--- src/rtl/cdr_pkg.sv ---
// Package for the channel diagnostic record: offsets, field layout, constants.
// Assumes a 10 MHz reference clock and a byte-wide record read port.
package cdr_pkg;

  // ---------------------------------------------------------------
  // Record byte offsets (subindex of each byte)
  // ---------------------------------------------------------------
  localparam logic [7:0] CDR_OFS_MOD_DIAG_SEC  = 8'h05;
  localparam logic [7:0] CDR_OFS_CHAN_TYPE     = 8'h06;
  localparam logic [7:0] CDR_OFS_DIAG_BITS     = 8'h07;
  localparam logic [7:0] CDR_OFS_CHAN_COUNT    = 8'h08;
  localparam logic [7:0] CDR_OFS_GROUP_ERR     = 8'h09;
  localparam logic [7:0] CDR_OFS_CH0_ERR       = 8'h0A;
  localparam logic [7:0] CDR_OFS_CH1_ERR       = 8'h0B;
  localparam logic [7:0] CDR_OFS_UNUSED_FIRST  = 8'h0C;
  localparam logic [7:0] CDR_OFS_UNUSED_LAST   = 8'h11;
  localparam logic [7:0] CDR_OFS_STAMP         = 8'h13;
  localparam int         CDR_STAMP_BYTES       = 4;

  // ---------------------------------------------------------------
  // Field positions
  // ---------------------------------------------------------------
  localparam int CDR_BIT_BUF_OVF      = 3;
  localparam int CDR_BIT_COMM_ERR     = 4;
  localparam int CDR_BIT_IRQ_LOST_MOD = 6;
  localparam int CDR_BIT_PARAM_ERR    = 0;
  localparam int CDR_BIT_WIRE_BREAK   = 4;
  localparam int CDR_BIT_IRQ_LOST_CH  = 5;
  localparam int CDR_BIT_UNDERFLOW    = 6;
  localparam int CDR_BIT_OVERFLOW     = 7;

  // ---------------------------------------------------------------
  // Constant and reset values
  // ---------------------------------------------------------------
  localparam logic [6:0] CDR_TYPE_DIG_IN   = 7'h70;
  localparam logic [6:0] CDR_TYPE_ANA_IN   = 7'h71;
  localparam logic [6:0] CDR_TYPE_DIG_OUT  = 7'h72;
  localparam logic [6:0] CDR_TYPE_ANA_OUT  = 7'h73;
  localparam logic [6:0] CDR_TYPE_ANA_IO   = 7'h74;
  localparam logic [6:0] CDR_TYPE_COUNTER  = 7'h76;
  localparam logic [7:0] CDR_DIAG_BITS_VAL = 8'h08;
  localparam logic [7:0] CDR_CHAN_CNT_VAL  = 8'h02;
  localparam logic [7:0] CDR_BYTE_RESET    = 8'h00;
  localparam logic [31:0] CDR_STAMP_RESET  = 32'h0000_0000;

  // ---------------------------------------------------------------
  // Timing
  // ---------------------------------------------------------------
  localparam int CDR_CLK_HZ      = 10_000_000;
  localparam int CDR_TICK_NS     = 1000;
  localparam int CDR_TICK_CYCLES = CDR_TICK_NS / (1_000_000_000 / CDR_CLK_HZ);
  localparam logic [3:0] CDR_TICK_LAST = 4'(CDR_TICK_CYCLES - 1);

  // ---------------------------------------------------------------
  // Carriers
  // ---------------------------------------------------------------
  typedef struct packed {
    logic param_err;
    logic wire_break;
    logic irq_lost;
    logic underflow;
    logic overflow;
  } cdr_chan_evt_type;

  typedef struct packed {
    logic buf_ovf;
    logic comm_err;
    logic irq_lost;
  } cdr_mod_evt_type;

  typedef struct packed {
    logic       rd_en;
    logic [7:0] addr;
  } cdr_rd_req_type;

endpackage

--- src/rtl/cdr_record.sv ---
// Channel diagnostic record of a two-channel analog input module.
// Assumes event inputs come from logic on ref_clk; reads from the bus master
// side are single-cycle byte reads on the same clock.
module cdr_record
  import cdr_pkg::*;
#(
  parameter logic [6:0] CHAN_TYPE = CDR_TYPE_ANA_IN
) (
  input  wire logic             ref_clk,
  input  wire logic             rst_b,
  input  wire cdr_mod_evt_type  mod_evt,
  input  wire cdr_chan_evt_type ch0_evt,
  input  wire cdr_chan_evt_type ch1_evt,
  input  wire cdr_rd_req_type   rd_req,
  output logic [7:0]            rd_data,
  output logic                  rd_valid,
  output logic                  diag_active,
  output logic                  diag_incoming,
  output logic                  diag_going
);

  // ---------------------------------------------------------------
  // Microsecond time base
  // ---------------------------------------------------------------
  logic [3:0]  tick_cnt_q, tick_cnt_d;
  logic        us_tick;
  logic [31:0] us_count_q, us_count_d;

  always_comb begin
    us_tick    = (tick_cnt_q == CDR_TICK_LAST);
    tick_cnt_d = us_tick ? 4'h0 : 4'(tick_cnt_q + 4'h1);
    us_count_d = us_tick ? 32'(us_count_q + 32'h0000_0001) : us_count_q;
  end

  always_ff @(posedge ref_clk or negedge rst_b) begin
    if (!rst_b) begin
      tick_cnt_q <= 4'h0;
      us_count_q <= CDR_STAMP_RESET;
    end else begin
      tick_cnt_q <= tick_cnt_d;
      us_count_q <= us_count_d;
    end
  end

  // ---------------------------------------------------------------
  // Diagnostic state: window opens on the first error and closes
  // when every error cause is gone
  // ---------------------------------------------------------------
  function automatic logic [7:0] chan_byte(input cdr_chan_evt_type e);
    logic [7:0] b;
    b = 8'h00;
    b[CDR_BIT_PARAM_ERR]   = e.param_err;
    b[CDR_BIT_WIRE_BREAK]  = e.wire_break;
    b[CDR_BIT_IRQ_LOST_CH] = e.irq_lost;
    b[CDR_BIT_UNDERFLOW]   = e.underflow;
    b[CDR_BIT_OVERFLOW]    = e.overflow;
    return b;
  endfunction

  logic [7:0]  mod_sec_q, mod_sec_d;
  logic [7:0]  ch0_err_q, ch0_err_d;
  logic [7:0]  ch1_err_q, ch1_err_d;
  logic [31:0] stamp_q, stamp_d;
  logic        active_q, active_d;
  logic [7:0]  mod_now, ch0_now, ch1_now;
  logic        any_err;

  always_comb begin
    mod_now = 8'h00;
    mod_now[CDR_BIT_BUF_OVF]      = mod_evt.buf_ovf;
    mod_now[CDR_BIT_COMM_ERR]     = mod_evt.comm_err;
    mod_now[CDR_BIT_IRQ_LOST_MOD] = mod_evt.irq_lost;
    ch0_now = chan_byte(ch0_evt);
    ch1_now = chan_byte(ch1_evt);
    any_err = |{mod_now, ch0_now, ch1_now};

    mod_sec_d = mod_sec_q;
    ch0_err_d = ch0_err_q;
    ch1_err_d = ch1_err_q;
    stamp_d   = stamp_q;
    active_d  = active_q;
    diag_incoming = 1'b0;
    diag_going    = 1'b0;

    if (!active_q) begin
      if (any_err) begin
        // Freeze record contents at the incoming diagnostic
        mod_sec_d     = mod_now;
        ch0_err_d     = ch0_now;
        ch1_err_d     = ch1_now;
        stamp_d       = us_count_q;
        active_d      = 1'b1;
        diag_incoming = 1'b1;
      end
    end else if (!any_err) begin
      // Going diagnostic records the clearing and its time
      mod_sec_d  = 8'h00;
      ch0_err_d  = 8'h00;
      ch1_err_d  = 8'h00;
      stamp_d    = us_count_q;
      active_d   = 1'b0;
      diag_going = 1'b1;
    end
    // Otherwise new channel events inside the window are dropped
  end

  always_ff @(posedge ref_clk or negedge rst_b) begin
    if (!rst_b) begin
      mod_sec_q <= CDR_BYTE_RESET;
      ch0_err_q <= CDR_BYTE_RESET;
      ch1_err_q <= CDR_BYTE_RESET;
      stamp_q   <= CDR_STAMP_RESET;
      active_q  <= 1'b0;
    end else begin
      mod_sec_q <= mod_sec_d;
      ch0_err_q <= ch0_err_d;
      ch1_err_q <= ch1_err_d;
      stamp_q   <= stamp_d;
      active_q  <= active_d;
    end
  end

  assign diag_active = active_q;

  // ---------------------------------------------------------------
  // Record read port
  // ---------------------------------------------------------------
  logic [7:0] rd_data_q, rd_data_d;
  logic       rd_valid_q, rd_valid_d;
  logic [7:0] group_err;
  logic [7:0] stamp_idx;

  always_comb begin
    group_err    = 8'h00;
    group_err[0] = |ch0_err_q;
    group_err[1] = |ch1_err_q;
    stamp_idx    = 8'(rd_req.addr - CDR_OFS_STAMP);
    rd_valid_d   = rd_req.rd_en;
    rd_data_d    = rd_data_q;
    if (rd_req.rd_en) begin
      unique case (rd_req.addr)
        CDR_OFS_MOD_DIAG_SEC: rd_data_d = mod_sec_q;
        CDR_OFS_CHAN_TYPE:    rd_data_d = {1'b0, CHAN_TYPE};
        CDR_OFS_DIAG_BITS:    rd_data_d = CDR_DIAG_BITS_VAL;
        CDR_OFS_CHAN_COUNT:   rd_data_d = CDR_CHAN_CNT_VAL;
        CDR_OFS_GROUP_ERR:    rd_data_d = group_err;
        CDR_OFS_CH0_ERR:      rd_data_d = ch0_err_q;
        CDR_OFS_CH1_ERR:      rd_data_d = ch1_err_q;
        default: begin
          if (stamp_idx < 8'(CDR_STAMP_BYTES)) begin
            rd_data_d = stamp_q[stamp_idx[1:0]*8 +: 8];
          end else begin
            rd_data_d = 8'h00;
          end
        end
      endcase
    end
  end

  always_ff @(posedge ref_clk or negedge rst_b) begin
    if (!rst_b) begin
      rd_data_q  <= CDR_BYTE_RESET;
      rd_valid_q <= 1'b0;
    end else begin
      rd_data_q  <= rd_data_d;
      rd_valid_q <= rd_valid_d;
    end
  end

  assign rd_data  = rd_data_q;
  assign rd_valid = rd_valid_q;

endmodule

--- config.mk ---
export PLATFORM = sky130hd
export DESIGN_NAME = cdr_record
export DESIGN_NICKNAME = d
export VERILOG_FILES = /design/src/rtl/cdr_pkg.sv /design/src/rtl/cdr_record.sv
export SDC_FILE = /design/constraint.sdc
export NUM_CORES = 1
export LEC_CHECK = 0
export BUFFER_PORTS_ARGS = -buffer_cell sky130_fd_sc_hd__buf_2
export CAP_MARGIN = 20
export CORE_ASPECT_RATIO = 1.1
export CORE_MARGIN = 1.5
export CORE_UTILIZATION = 43
export CTS_CLUSTER_DIAMETER = 50
export DETAILED_ROUTE_END_ITERATION = 8
export HOLD_SLACK_MARGIN = 0.02
export MAX_ROUTING_LAYER = met4
export PLACE_DENSITY = 0.63
export SETUP_SLACK_MARGIN = 0.2
export SLEW_MARGIN = 20
export SYNTH_ARGS = -nofsm -noshare
export SYNTH_HDL_FRONTEND = slang
export SYNTH_SLANG_ARGS = --single-unit
--- constraint.sdc ---
create_clock -name ref_clk -period 5.1 [get_ports ref_clk]
set_input_delay 1.53 -clock ref_clk [delete_from_list [all_inputs] [get_ports ref_clk]]
set_output_delay 1.53 -clock ref_clk [all_outputs]
set_load 0.1 [all_outputs]
==> metrics.csv, run 1 <==
stage;metric;value;unit
clock_tree;htreeDepth;3;
clock_tree;ctsHoldBuffers;0;
sta;rsz0062_at_grt;no;
floorplan;coreArea;9490;µm²
grt;overflow;0;
drt;wl;8260;µm
layout;fin_nets;444;
run_status;status;complete, no violations;
floorplan;boundaryPins;36;
worst_setup_path;crit_path_end_kind;output port;
placed_design;portBuffers;35;
floorplan;rows;37;
sta;fin_crit_sh;85.1;%
clock_tree;cts_setup_buffers;0;
grt;grt_pass1_vias;2870;
power_and_ir_drop;leakage;2.26;nW
yosys;synth_edf_count;0;
floorplan;die-width;98.0;µm
yosys;syn_inst;380;
grt;grt_max_degree;70;
drt;vias;2863;
floorplan;die_area;10500;µm²
sta;drv_slew;0;
grt;track_usage;17.5;%
drt;wl_per_cell;15.4;µm
yosys;ys_seq_elements;91;
power_and_ir_drop;power.density;275;nW/µm²
layout;drive_gt1_share;23.9;%
placed_design;gp_congestion;0.852;
worst_setup_path;worstPathArrival;2.81;ns
sta;holdWs;0.474;ns
yosys;yosysTopAreaCell;dfrtp_1;
sta;finalSetupViolCount;0;
sta;fin_setup_tns;0;ns
clock_tree;insertion_delay;0.36;ns
grt;grt_first_pass_wirelength;14000;µm
worst_setup_path;critical_path_class;in2out;
power_and_ir_drop;ir_drop;128;µV
yosys;syn_area;4270;µm²
clock_tree;cts_root_buf;clkbuf_8;
clock_tree;cts.sinks;91;
yosys;ys_async_sr_fraction;100;%
yosys;avgSynthCellArea;11.2;µm²
drt;vias_per_cell;5.35;
sta;max_clock_freq;230;MHz
sta;hold_viol;0;
hold_path;hp-class;reg2reg;
clock_tree;clkTransAtPathRegs;0.09;ns
yosys;yosys-top-cells-area;dfrtp_1 53%, mux2_2 7.9%, nand2_1 4.3%;
floorplan;die_h;107;µm
yosys;synth_top_area_share;53.4;%
yosys;yosys_warnings;0;
layout;final_util;50.0;%
sta;worstMarginPinSlew;0.888;ns
job;cap_violations;0;
worst_setup_path;critical_path.max_fanout;3;
layout;fill_cells;857;
grt;antenna_found_initial;0;
drt;drc;0;
worst_setup_path;crit_required;3.57;ns
drt;first_pass_iters;4;
placed_design;hpwl;5980;µm
sta;fin_crit;4.34;ns
yosys;synth-main-ff-cell;dfrtp_1;
yosys;yosys-top-cells-count;91 x dfrtp_1, 49 x nand2_1, 30 x mux2_2, 25 x nor2_1, 22 x o21ai_0;
yosys;synthDistinctLibCells;43;
yosys;synth_fp_nets;411;
yosys;yosysMostFrequentCell;dfrtp_1;
layout;finalInstanceArea;4750;µm²
yosys;ys_seq_area_share;53.4;%
worst_setup_path;critPathLaunchType;primary input;
sta;finClkSkew;0.00926;ns
layout;area_delta_synth_final;11.3;%
placed_design;placed_area;4550;µm²
clock_tree;cts_resized;0;
sta;slew_headroom;40.8;%
clock_tree;cts_buffers;9;
layout;num_antenna_cells;0;
floorplan;initial_utilization;45.0;%
drt;drt_iter0_drc;84;
drt;ant_nets;0;
clock_tree;cts_tree;done;
power_and_ir_drop;power;1.30;mW
clock_tree;cts_buffer_depth;2;
[final timing paths]
path | cells after the start | end | startpoint | slack [ns]
hold reg to reg | 1 | us_count_q[31] | us_count_q[31] | 0.47
setup / recovery | 6 | diag_going | ch1_evt[1] | 0.76
max in group asynchronous | 2 | stamp_q[30] | rst_b | 2.97
setup reg to reg | 4 | ch0_err_q[6] | diag_active | 2.99
hold / removal | 1 | us_count_q[31] | us_count_q[31] | 0.47
min in group asynchronous | 1 | ch1_err_q[6] | rst_b | 1.28
[placed cells by master, fill, tap and decap left out, drive strengths merged, types with 11 or more instances in the layout]
cell type / n
xnor2: 19
xor2: 13
nor2: 25
inv: 17
buf: 37
nand2: 49
o21ai: 22
a21oi: 11
mux2: 30
dfrtp: 91
nand3: 12
[worst max-delay path, cell delays in order]
cell	delay [ns]
buf_2	0.11
nor4_1	0.33
nand4_1	0.21
inv_1	0.09
ha_1	0.13
buf_2	0.41
[logic make-up (layout without fill, tap and decap cells)]
family | Yosys count | after routing | share of synthesized area (%)
AND/OR/NAND/NOR | 128 | 128 | 15.5
flip-flops | 91 | 91 | 53.4
AO/OA/AOI/OAI | 53 | 53 | 7.42
multiplexers | 39 | 39 | 12.4
XOR/XNOR | 32 | 32 | 6.57
buffers and inverters | 30 | 68 | 2.76
adder cells (fa/ha/maj) | 7 | 7 | 2.05
[registers in the layout (all words and copies together) (netlist names)]
| signal | cells |
|---|---|
| ch0_err_q | 5 |
| tick_cnt_q | 4 |
| mod_sec_q | 3 |
| ch1_err_q | 5 |
| stamp_q | 32 |
| us_count_q | 32 |
| rd_data | 8 |
| rd_valid | 1 |
| diag_active | 1 |
[per-stage QoR]
step,setup slack (ns),cells
after floorplan,0.783,380
after global placement,0.830,519
after detailed placement,0.766,519
after CTS,0.767,535
after global routing,0.628,535
final,0.761,535
[report_power, final]
group | leakage (nW) | internal, mW | switching, mW | total, mW
clock | 0.0950 | 0.233 | 0.268 | 0.500
sequential | 1.25 | 0.724 | 0.00117 | 0.725
combinational | 0.915 | 0.0206 | 0.0587 | 0.0793
[layer usage]
layer  track usage, %  vias to the layer above  routed length, µm  part of all wire, %
li1                 -                     1399                  -                    -
met1             21.8                     1388               3910                   47
met2             27.6                       56               3790                   46
met3             3.44                       20                312                  3.8
met4             8.16                        0                246                  3.0
met5                -                        -                  0                    0
[final cells by class]
cell class | instances | area (µm²) | area share [%]
sequential | 91 | 2280 | 47.9
multi-input combinational | 259 | 1880 | 39.5
timing repair buffer | 37 | 193 | 4.06
tap | 117 | 146 | 3.08
clock buffer | 10 | 128 | 2.69
clock inverter | 6 | 73.8 | 1.55
inverter | 15 | 56.3 | 1.19
Note: power is estimated with default switching activity, not from simulation.
==> run 2: changes to the inputs <==
--- a/config.mk
+++ b/config.mk
@@ -15,6 +15,7 @@
 export HOLD_SLACK_MARGIN = 0.02
 export MAX_ROUTING_LAYER = met4
 export PLACE_DENSITY = 0.63
+export REMOVE_ABC_BUFFERS = 1
 export SETUP_SLACK_MARGIN = 0.2
 export SLEW_MARGIN = 20
 export SYNTH_ARGS = -nofsm -noshare
==> run 2 against run 1 <==
Against the previous run:
- first-iteration DRC count is 44% higher
- clock-buffer cell count unchanged
- fmax is 0.24% higher
- worst hold slack improved by 0.0030 ns
- largest cell class unchanged
- largest power group unchanged
- register-to-register slack improved by 0.05 ns
- wire length rose by 1.6%
- global-route usage is 0.45 points higher
- highest routed layer unchanged
==> metrics.csv, run 2 (synthesis results as in run 1) <==
stage;metric;value;unit;change
clock_tree;cts_buffer_depth;2;;unchanged
layout;fin_nets;445;;was 444
layout;layout_common_cells;91 x dfrtp_1, 49 x nand2_1, 34 x buf_2;;unchanged
floorplan;die_h;107;µm;unchanged
grt;overflow;0;;unchanged
run_status;status;complete, no violations;;unchanged
drt;drt_iter0_drc;121;;was 84
clock_tree;insertion_delay;0.36;ns;about the same
grt;grt_max_degree;59;;was 70
worst_setup_path;critPathLaunchType;primary input;;unchanged
grt;antenna_found_initial;0;;unchanged
job;cap_violations;0;;unchanged
drt;wl_met3;244;µm;was 312 µm
placed_design;placed_area;4560;µm²;was 4550 µm²
grt;grt_first_pass_wirelength;14400;µm;was 14000 µm
placed_design;hpwl;6160;µm;was 5980 µm
drt;vias;2865;;was 2863
sta;finalSetupViolCount;0;;unchanged
placed_design;dp.cells;520;;was 519
layout;stdcell_count;536;;was 535
power_and_ir_drop;leakage;2.26;nW;about the same
clock_tree;htreeDepth;3;;unchanged
placed_design;portBuffers;35;;unchanged
clock_tree;cts_setup_buffers;0;;unchanged
clock_tree;cts_tree;done;;unchanged
clock_tree;cts_resized;0;;unchanged
layout;num_antenna_cells;0;;unchanged
clock_tree;clkTransAtPathRegs;0.09;ns;about the same
floorplan;initial_utilization;45.0;%;unchanged
floorplan;die-width;98.0;µm;unchanged
drt;wl_met2;4170;µm;was 3790 µm
drt;maxUsedRoutingLayer;met4;;unchanged
sta;fin_crit_sh;84.9;%;was 85.1%
layout;fill_cells;882;;was 857
worst_setup_path;critical_path.max_fanout;3;;unchanged
drt;ant_nets;0;;unchanged
clock_tree;ctsHoldBuffers;0;;unchanged
drt;wl;8390;µm;was 8260 µm
worst_setup_path;critical_path_class;in2out;;unchanged
clock_tree;cts_root_buf;clkbuf_8;;unchanged
sta;finClkSkew;0.0144;ns;was 0.00926 ns
layout;area_delta_synth_final;11.3;%;about the same
floorplan;coreArea;9490;µm²;unchanged
worst_setup_path;crit_path_end_kind;output port;;unchanged
grt;grt_pass1_vias;2955;;was 2870
power_and_ir_drop;ir_drop;133;µV;was 128 µV
layout;final_common_cell;dfrtp_1;;unchanged
floorplan;rows;37;;unchanged
floorplan;die_area;10500;µm²;unchanged
placed_design;gp_congestion;0.856;;was 0.852
sta;slew_headroom;45.3;%;was 40.8%
hold_path;hp-class;reg2reg;;unchanged
drt;wl_per_cell;15.6;µm;was 15.4 µm
sta;max_clock_freq;231;MHz;was 230 MHz
drt;vias_per_cell;5.35;;about the same
sta;hold_viol;0;;unchanged
layout;finalInstanceArea;4750;µm²;about the same
power_and_ir_drop;power.density;269;nW/µm²;was 275 nW/µm²
sta;rsz0062_at_grt;no;;unchanged
sta;worstMarginPinSlew;0.820;ns;was 0.888 ns
layout;drive_gt1_share;24.3;%;was 23.9%
drt;first_pass_iters;4;;unchanged
sta;fin_crit;4.33;ns;was 4.34 ns
clock_tree;cts.sinks;91;;unchanged
worst_setup_path;worstPathArrival;2.80;ns;was 2.81 ns
grt;track_usage;17.9;%;was 17.5%
floorplan;boundaryPins;36;;unchanged
power_and_ir_drop;power;1.28;mW;was 1.30 mW
worst_setup_path;crit_required;3.57;ns;about the same
clock_tree;cts_buffers;9;;unchanged
sta;drv_slew;0;;unchanged
drt;wl_met1;3790;µm;was 3910 µm
sta;fin_setup_tns;0;ns;unchanged
drt;drc;0;;unchanged
## run 2: cell types whose count changed in the layout (fill, tap and decap cells not counted)
| cell | before | now |
|---|---|---|
| buf_4 | 3 | 4 |
| bufinv_16 | 1 | 0 |
| clkbuf_1 | 1 | 0 |
| clkbuf_8 | 9 | 10 |
| inv_8 | 1 | 2 |
## run 2: final cells by class
| cell class | instances | area [µm²] | share of cell area [%] |
|---|---|---|---|
| timing repair buffer | 38 | 200 | 4.22 |
| inverter | 15 | 56.3 | 1.19 |
| tap | 117 | 146 | 3.08 |
| clock buffer | 10 | 138 | 2.90 |
| multi-input combinational | 259 | 1880 | 39.5 |
| clock inverter | 6 | 55.1 | 1.16 |
| sequential | 91 | 2280 | 48.0 |
## run 2: path summary, 6_finish.rpt
kind,start,to,slack (ns),cells after the start
setup / recovery,ch1_evt[1],diag_going,0.77,6
hold reg to reg,us_count_q[31],us_count_q[31],0.48,1
setup reg to reg,diag_active,ch1_err_q[0],3.04,4
max in group asynchronous,rst_b,us_count_q[30],2.95,2
hold / removal,us_count_q[31],us_count_q[31],0.48,1
min in group asynchronous,rst_b,rd_data[7],1.22,1
## run 2: where the power goes
| group | leakage, nW | switching, mW | internal, mW | total [mW] |
|---|---|---|---|---|
| Clock | 0.0929 | 0.275 | 0.200 | 0.475 |
| Sequential | 1.25 | 0.00114 | 0.724 | 0.725 |
| Combinational | 0.919 | 0.0587 | 0.0206 | 0.0794 |
| Total | 2.26 | 0.335 | 0.944 | 1.28 |
## run 2: critical path: stages
cell and delay [ns]:
buf_2 0.10, nor4_1 0.30, nand4_1 0.20, inv_1 0.10, ha_1 0.14, buf_2 0.42
## run 2: layer usage
metal,global-route usage [%],up-vias
met3,3.38,19
met1,22.5,1398
met2,28.8,53
met5,-,-
met4,7.45,0
li1,-,1395
## run 2: metrics by stage
stage	utilization [%]	setup slack [ns]	hold slack, ns
floorplan	-	0.783	0.438
global placement	48.0	0.779	0.456
detailed placement	48.0	0.762	0.467
CTS	50.0	0.755	0.480
global route	50.0	0.622	0.505
finish	50.0	0.771	0.477
==> run 3: changes to the inputs <==
--- a/config.mk
+++ b/config.mk
@@ -14,7 +14,7 @@
 export DETAILED_ROUTE_END_ITERATION = 8
 export HOLD_SLACK_MARGIN = 0.02
 export MAX_ROUTING_LAYER = met4
-export PLACE_DENSITY = 0.63
+export PLACE_DENSITY = 0.65
 export REMOVE_ABC_BUFFERS = 1
 export SETUP_SLACK_MARGIN = 0.2
 export SLEW_MARGIN = 20
==> constraint.sdc (replaced) <==
create_clock -name ref_clk -period 3.65 [get_ports ref_clk]
set_input_delay 1.095 -clock ref_clk [delete_from_list [all_inputs] [get_ports ref_clk]]
set_output_delay 1.095 -clock ref_clk [all_outputs]
set_load 0.1 [all_outputs]
==> run 3 against run 2 <==
Against the previous run:
- sequential share of layout area is 0.16 points lower
- flip-flop and latch count stayed put
- highest routed layer unchanged
- register-to-register slack worse by 1.3 ns
- clock skew hardly changed
- via count is 1.0% higher
- worst setup slack worse by 0.45 ns
- cell area is 0.34% higher
- global-route usage hardly changed
- clock-buffer cell count is 1 lower
- first-iteration DRC count is 1.7% lower
- largest power group unchanged
- critical path depth is 1 lower
- combinational power is 42% higher
==> metrics.csv, run 3 (synthesis results as in run 1) <==
stage;metric;value;unit;change
run_status;status;complete, no violations;;unchanged
layout;fill_cells;866;;was 882
power_and_ir_drop;internal-power;1.29;mW;was 0.944 mW
power_and_ir_drop;leakage;2.27;nW;was 2.26 nW
grt;track_usage;17.9;%;about the same
layout;layout_common_cells;91 x dfrtp_1, 49 x nand2_1, 33 x buf_2;;was 91 x dfrtp_1, 49 x nand2_1, 34 x buf_2
worst_setup_path;worstPathArrival;2.24;ns;was 2.80 ns
sta;timing.final.ws_setup;0.318;ns;was 0.771 ns
power_and_ir_drop;power.switching;0.451;mW;was 0.335 mW
sta;max_clock_freq;300;MHz;
grt;grt_max_degree;63;;was 59
grt;grt_first_pass_wirelength;14400;µm;about the same
drt;wl;8220;µm;was 8390 µm
worst_setup_path;rrSetupSlack;1.75;ns;was 3.04 ns
layout;multi_input_area;1880;µm²;unchanged
sta;rsz0062_at_grt;no;;unchanged
job;cap_violations;0;;unchanged
drt;vias;2894;;was 2865
drt;wl_per_cell;15.3;µm;was 15.6 µm
layout;final_util;50.2;%;was 50.0%
sta;finalSetupViolCount;0;;unchanged
hold_path;hp-class;reg2reg;;unchanged
worst_setup_path;critPathMaxStageDelay;0.34;ns;was 0.42 ns
power_and_ir_drop;power.density;366;nW/µm²;was 269 nW/µm²
grt;grt_pass1_vias;2956;;was 2955
placed_design;portBuffers;35;;unchanged
drt;vias_per_cell;5.39;;was 5.35
power_and_ir_drop;p_sw_share;25.9;%;was 26.2%
worst_setup_path;critical_path_class;in2out;;unchanged
floorplan;die_area;10500;µm²;unchanged
floorplan;rows;37;;unchanged
worst_setup_path;crit_chain;buf_2 -> nor4_1 -> nand4_1 -> ha_2 -> buf_2;;was buf_2 -> nor4_1 -> nand4_1 -> inv_1 -> ha_1 -> buf_2
worst_setup_path;crit_path_frequent_cell;buf_2;;unchanged
clock_tree;clkTransAtPathRegs;0.09;ns;about the same
worst_setup_path;critical_path.max_fanout;3;;unchanged
clock_tree;htreeDepth;3;;unchanged
worst_setup_path;crit_slowest_cell;nor4_1;;was buf_2
sta;fin_crit;3.33;ns;
drt;drt_iter0_drc;119;;was 121
worst_setup_path;critPathTopFamily;simple AND/OR/NAND/NOR gates;;was buffers and inverters
clock_tree;insertion_delay;0.36;ns;about the same
clock_tree;cts_resized;0;;unchanged
placed_design;pre_cts_slack;0.318;ns;was 0.762 ns
layout;seq_area;2280;µm²;unchanged
worst_setup_path;crit_path_end_kind;output port;;unchanged
clock_tree;cts_tree;done;;unchanged
drt;first_pass_iters;6;;was 4
layout;drive_gt1_share;24.5;%;was 24.3%
floorplan;coreArea;9490;µm²;unchanged
worst_setup_path;critPathLaunchType;primary input;;unchanged
clock_tree;ctsHoldBuffers;0;;unchanged
layout;final_common_cell;dfrtp_1;;unchanged
sta;slew_headroom;63.6;%;was 45.3%
sta;fin_crit_sh;91.3;%;
layout;area_delta_synth_final;11.6;%;was 11.3%
drt;ant_nets;0;;unchanged
clock_tree;cts_root_buf;clkbuf_8;;unchanged
layout;num_antenna_cells;0;;unchanged
drt;wl_met3;240;µm;was 244 µm
clock_tree;cts_buffers;9;;unchanged
power_and_ir_drop;p_clk_share;35.4;%;was 37.1%
drt;wl_met2;4000;µm;was 4170 µm
power_and_ir_drop;power;1.74;mW;was 1.28 mW
clock_tree;cts_buffer_depth;2;;unchanged
power_and_ir_drop;p_comb_share;6.5;%;was 6.2%
sta;worstMarginPinSlew;0.547;ns;was 0.820 ns
placed_design;gp_congestion;0.893;;was 0.856
power_and_ir_drop;power_frac_seq;58.1;%;was 56.7%
sta;drv_slew;0;;unchanged
clock_tree;cts_setup_buffers;0;;unchanged
sta;hold_viol;0;;unchanged
drt;drc;0;;unchanged
worst_setup_path;crit_buf_inv;2;;was 3
floorplan;die-width;98.0;µm;unchanged
layout;fin_nets;446;;was 445
floorplan;boundaryPins;36;;unchanged
grt;antenna_found_initial;0;;unchanged
floorplan;initial_utilization;45.0;%;unchanged
sta;fin_setup_tns;0;ns;unchanged
worst_setup_path;crit_required;2.55;ns;was 3.57 ns
drt;wl_met1;3840;µm;was 3790 µm
sta;finClkSkew;0.0143;ns;was 0.0144 ns
drt;maxUsedRoutingLayer;met4;;unchanged
power_and_ir_drop;ir_drop;193;µV;was 133 µV
placed_design;hpwl;6050;µm;was 6160 µm
floorplan;die_h;107;µm;unchanged
clock_tree;cts.sinks;91;;unchanged
grt;overflow;0;;unchanged
==> run 3: worst paths after layout <==
path	cells past startpoint	start	endpoint
max in group asynchronous	2	rst_b	rd_data[6]
max reg2reg	5	us_count_q[4]	us_count_q[25]
min	1	us_count_q[31]	us_count_q[31]
max	5	ch1_evt[1]	diag_incoming
min reg2reg	1	us_count_q[31]	us_count_q[31]
min in group asynchronous	1	rst_b	tick_cnt_q[2]
==> run 3: area by class of cell <==
type / instances / area share, %
Sequential cell: 91 / 47.8
Clock inverter: 7 / 1.05
Timing Repair Buffer: 39 / 4.94
Inverter: 15 / 1.18
Multi-Input combinational cell: 259 / 39.4
Tap cell: 117 / 3.07
Clock buffer: 9 / 2.60
==> run 3: power by group through the flow <==
| stage | sequential [mW] | clock [mW] | combinational [mW] |
|---|---|---|---|
| floorplan | 1.06 | 0 | 0.0308 |
| global placement | 1.03 | 0 | 0.112 |
| detailed placement | 1.03 | 0 | 0.114 |
| CTS | 1.01 | 0.637 | 0.115 |
| global route | 1.01 | 0.680 | 0.125 |
| finish | 1.01 | 0.618 | 0.113 |
==> run 3: per-stage QoR <==
step           hold WS, ns  area (µm²)  std cells
3_5_place_dp         0.465        4590        521
2_1_floorplan        0.438        4210        365
4_1_cts              0.477        4760        537
5_1_grt              0.491        4760        537
3_3_place_gp         0.458        4590        521
6_report             0.477        4760        537
==> run 3: worst reg2reg max path, stage by stage, from the launching register on <==
cell and delay (ns):
dfrtp_1 0.49, nand4_2 0.23, nor4_4 0.48, nand3_1 0.27
nor2_1 0.19, xor2_1 0.17
==> run 3: routing by layer <==
layer	GRT usage [%]	vias up
li1	-	1403
met1	23.4	1435
met2	27.3	45
met3	3.38	11
met4	8.16	0
met5	-	-
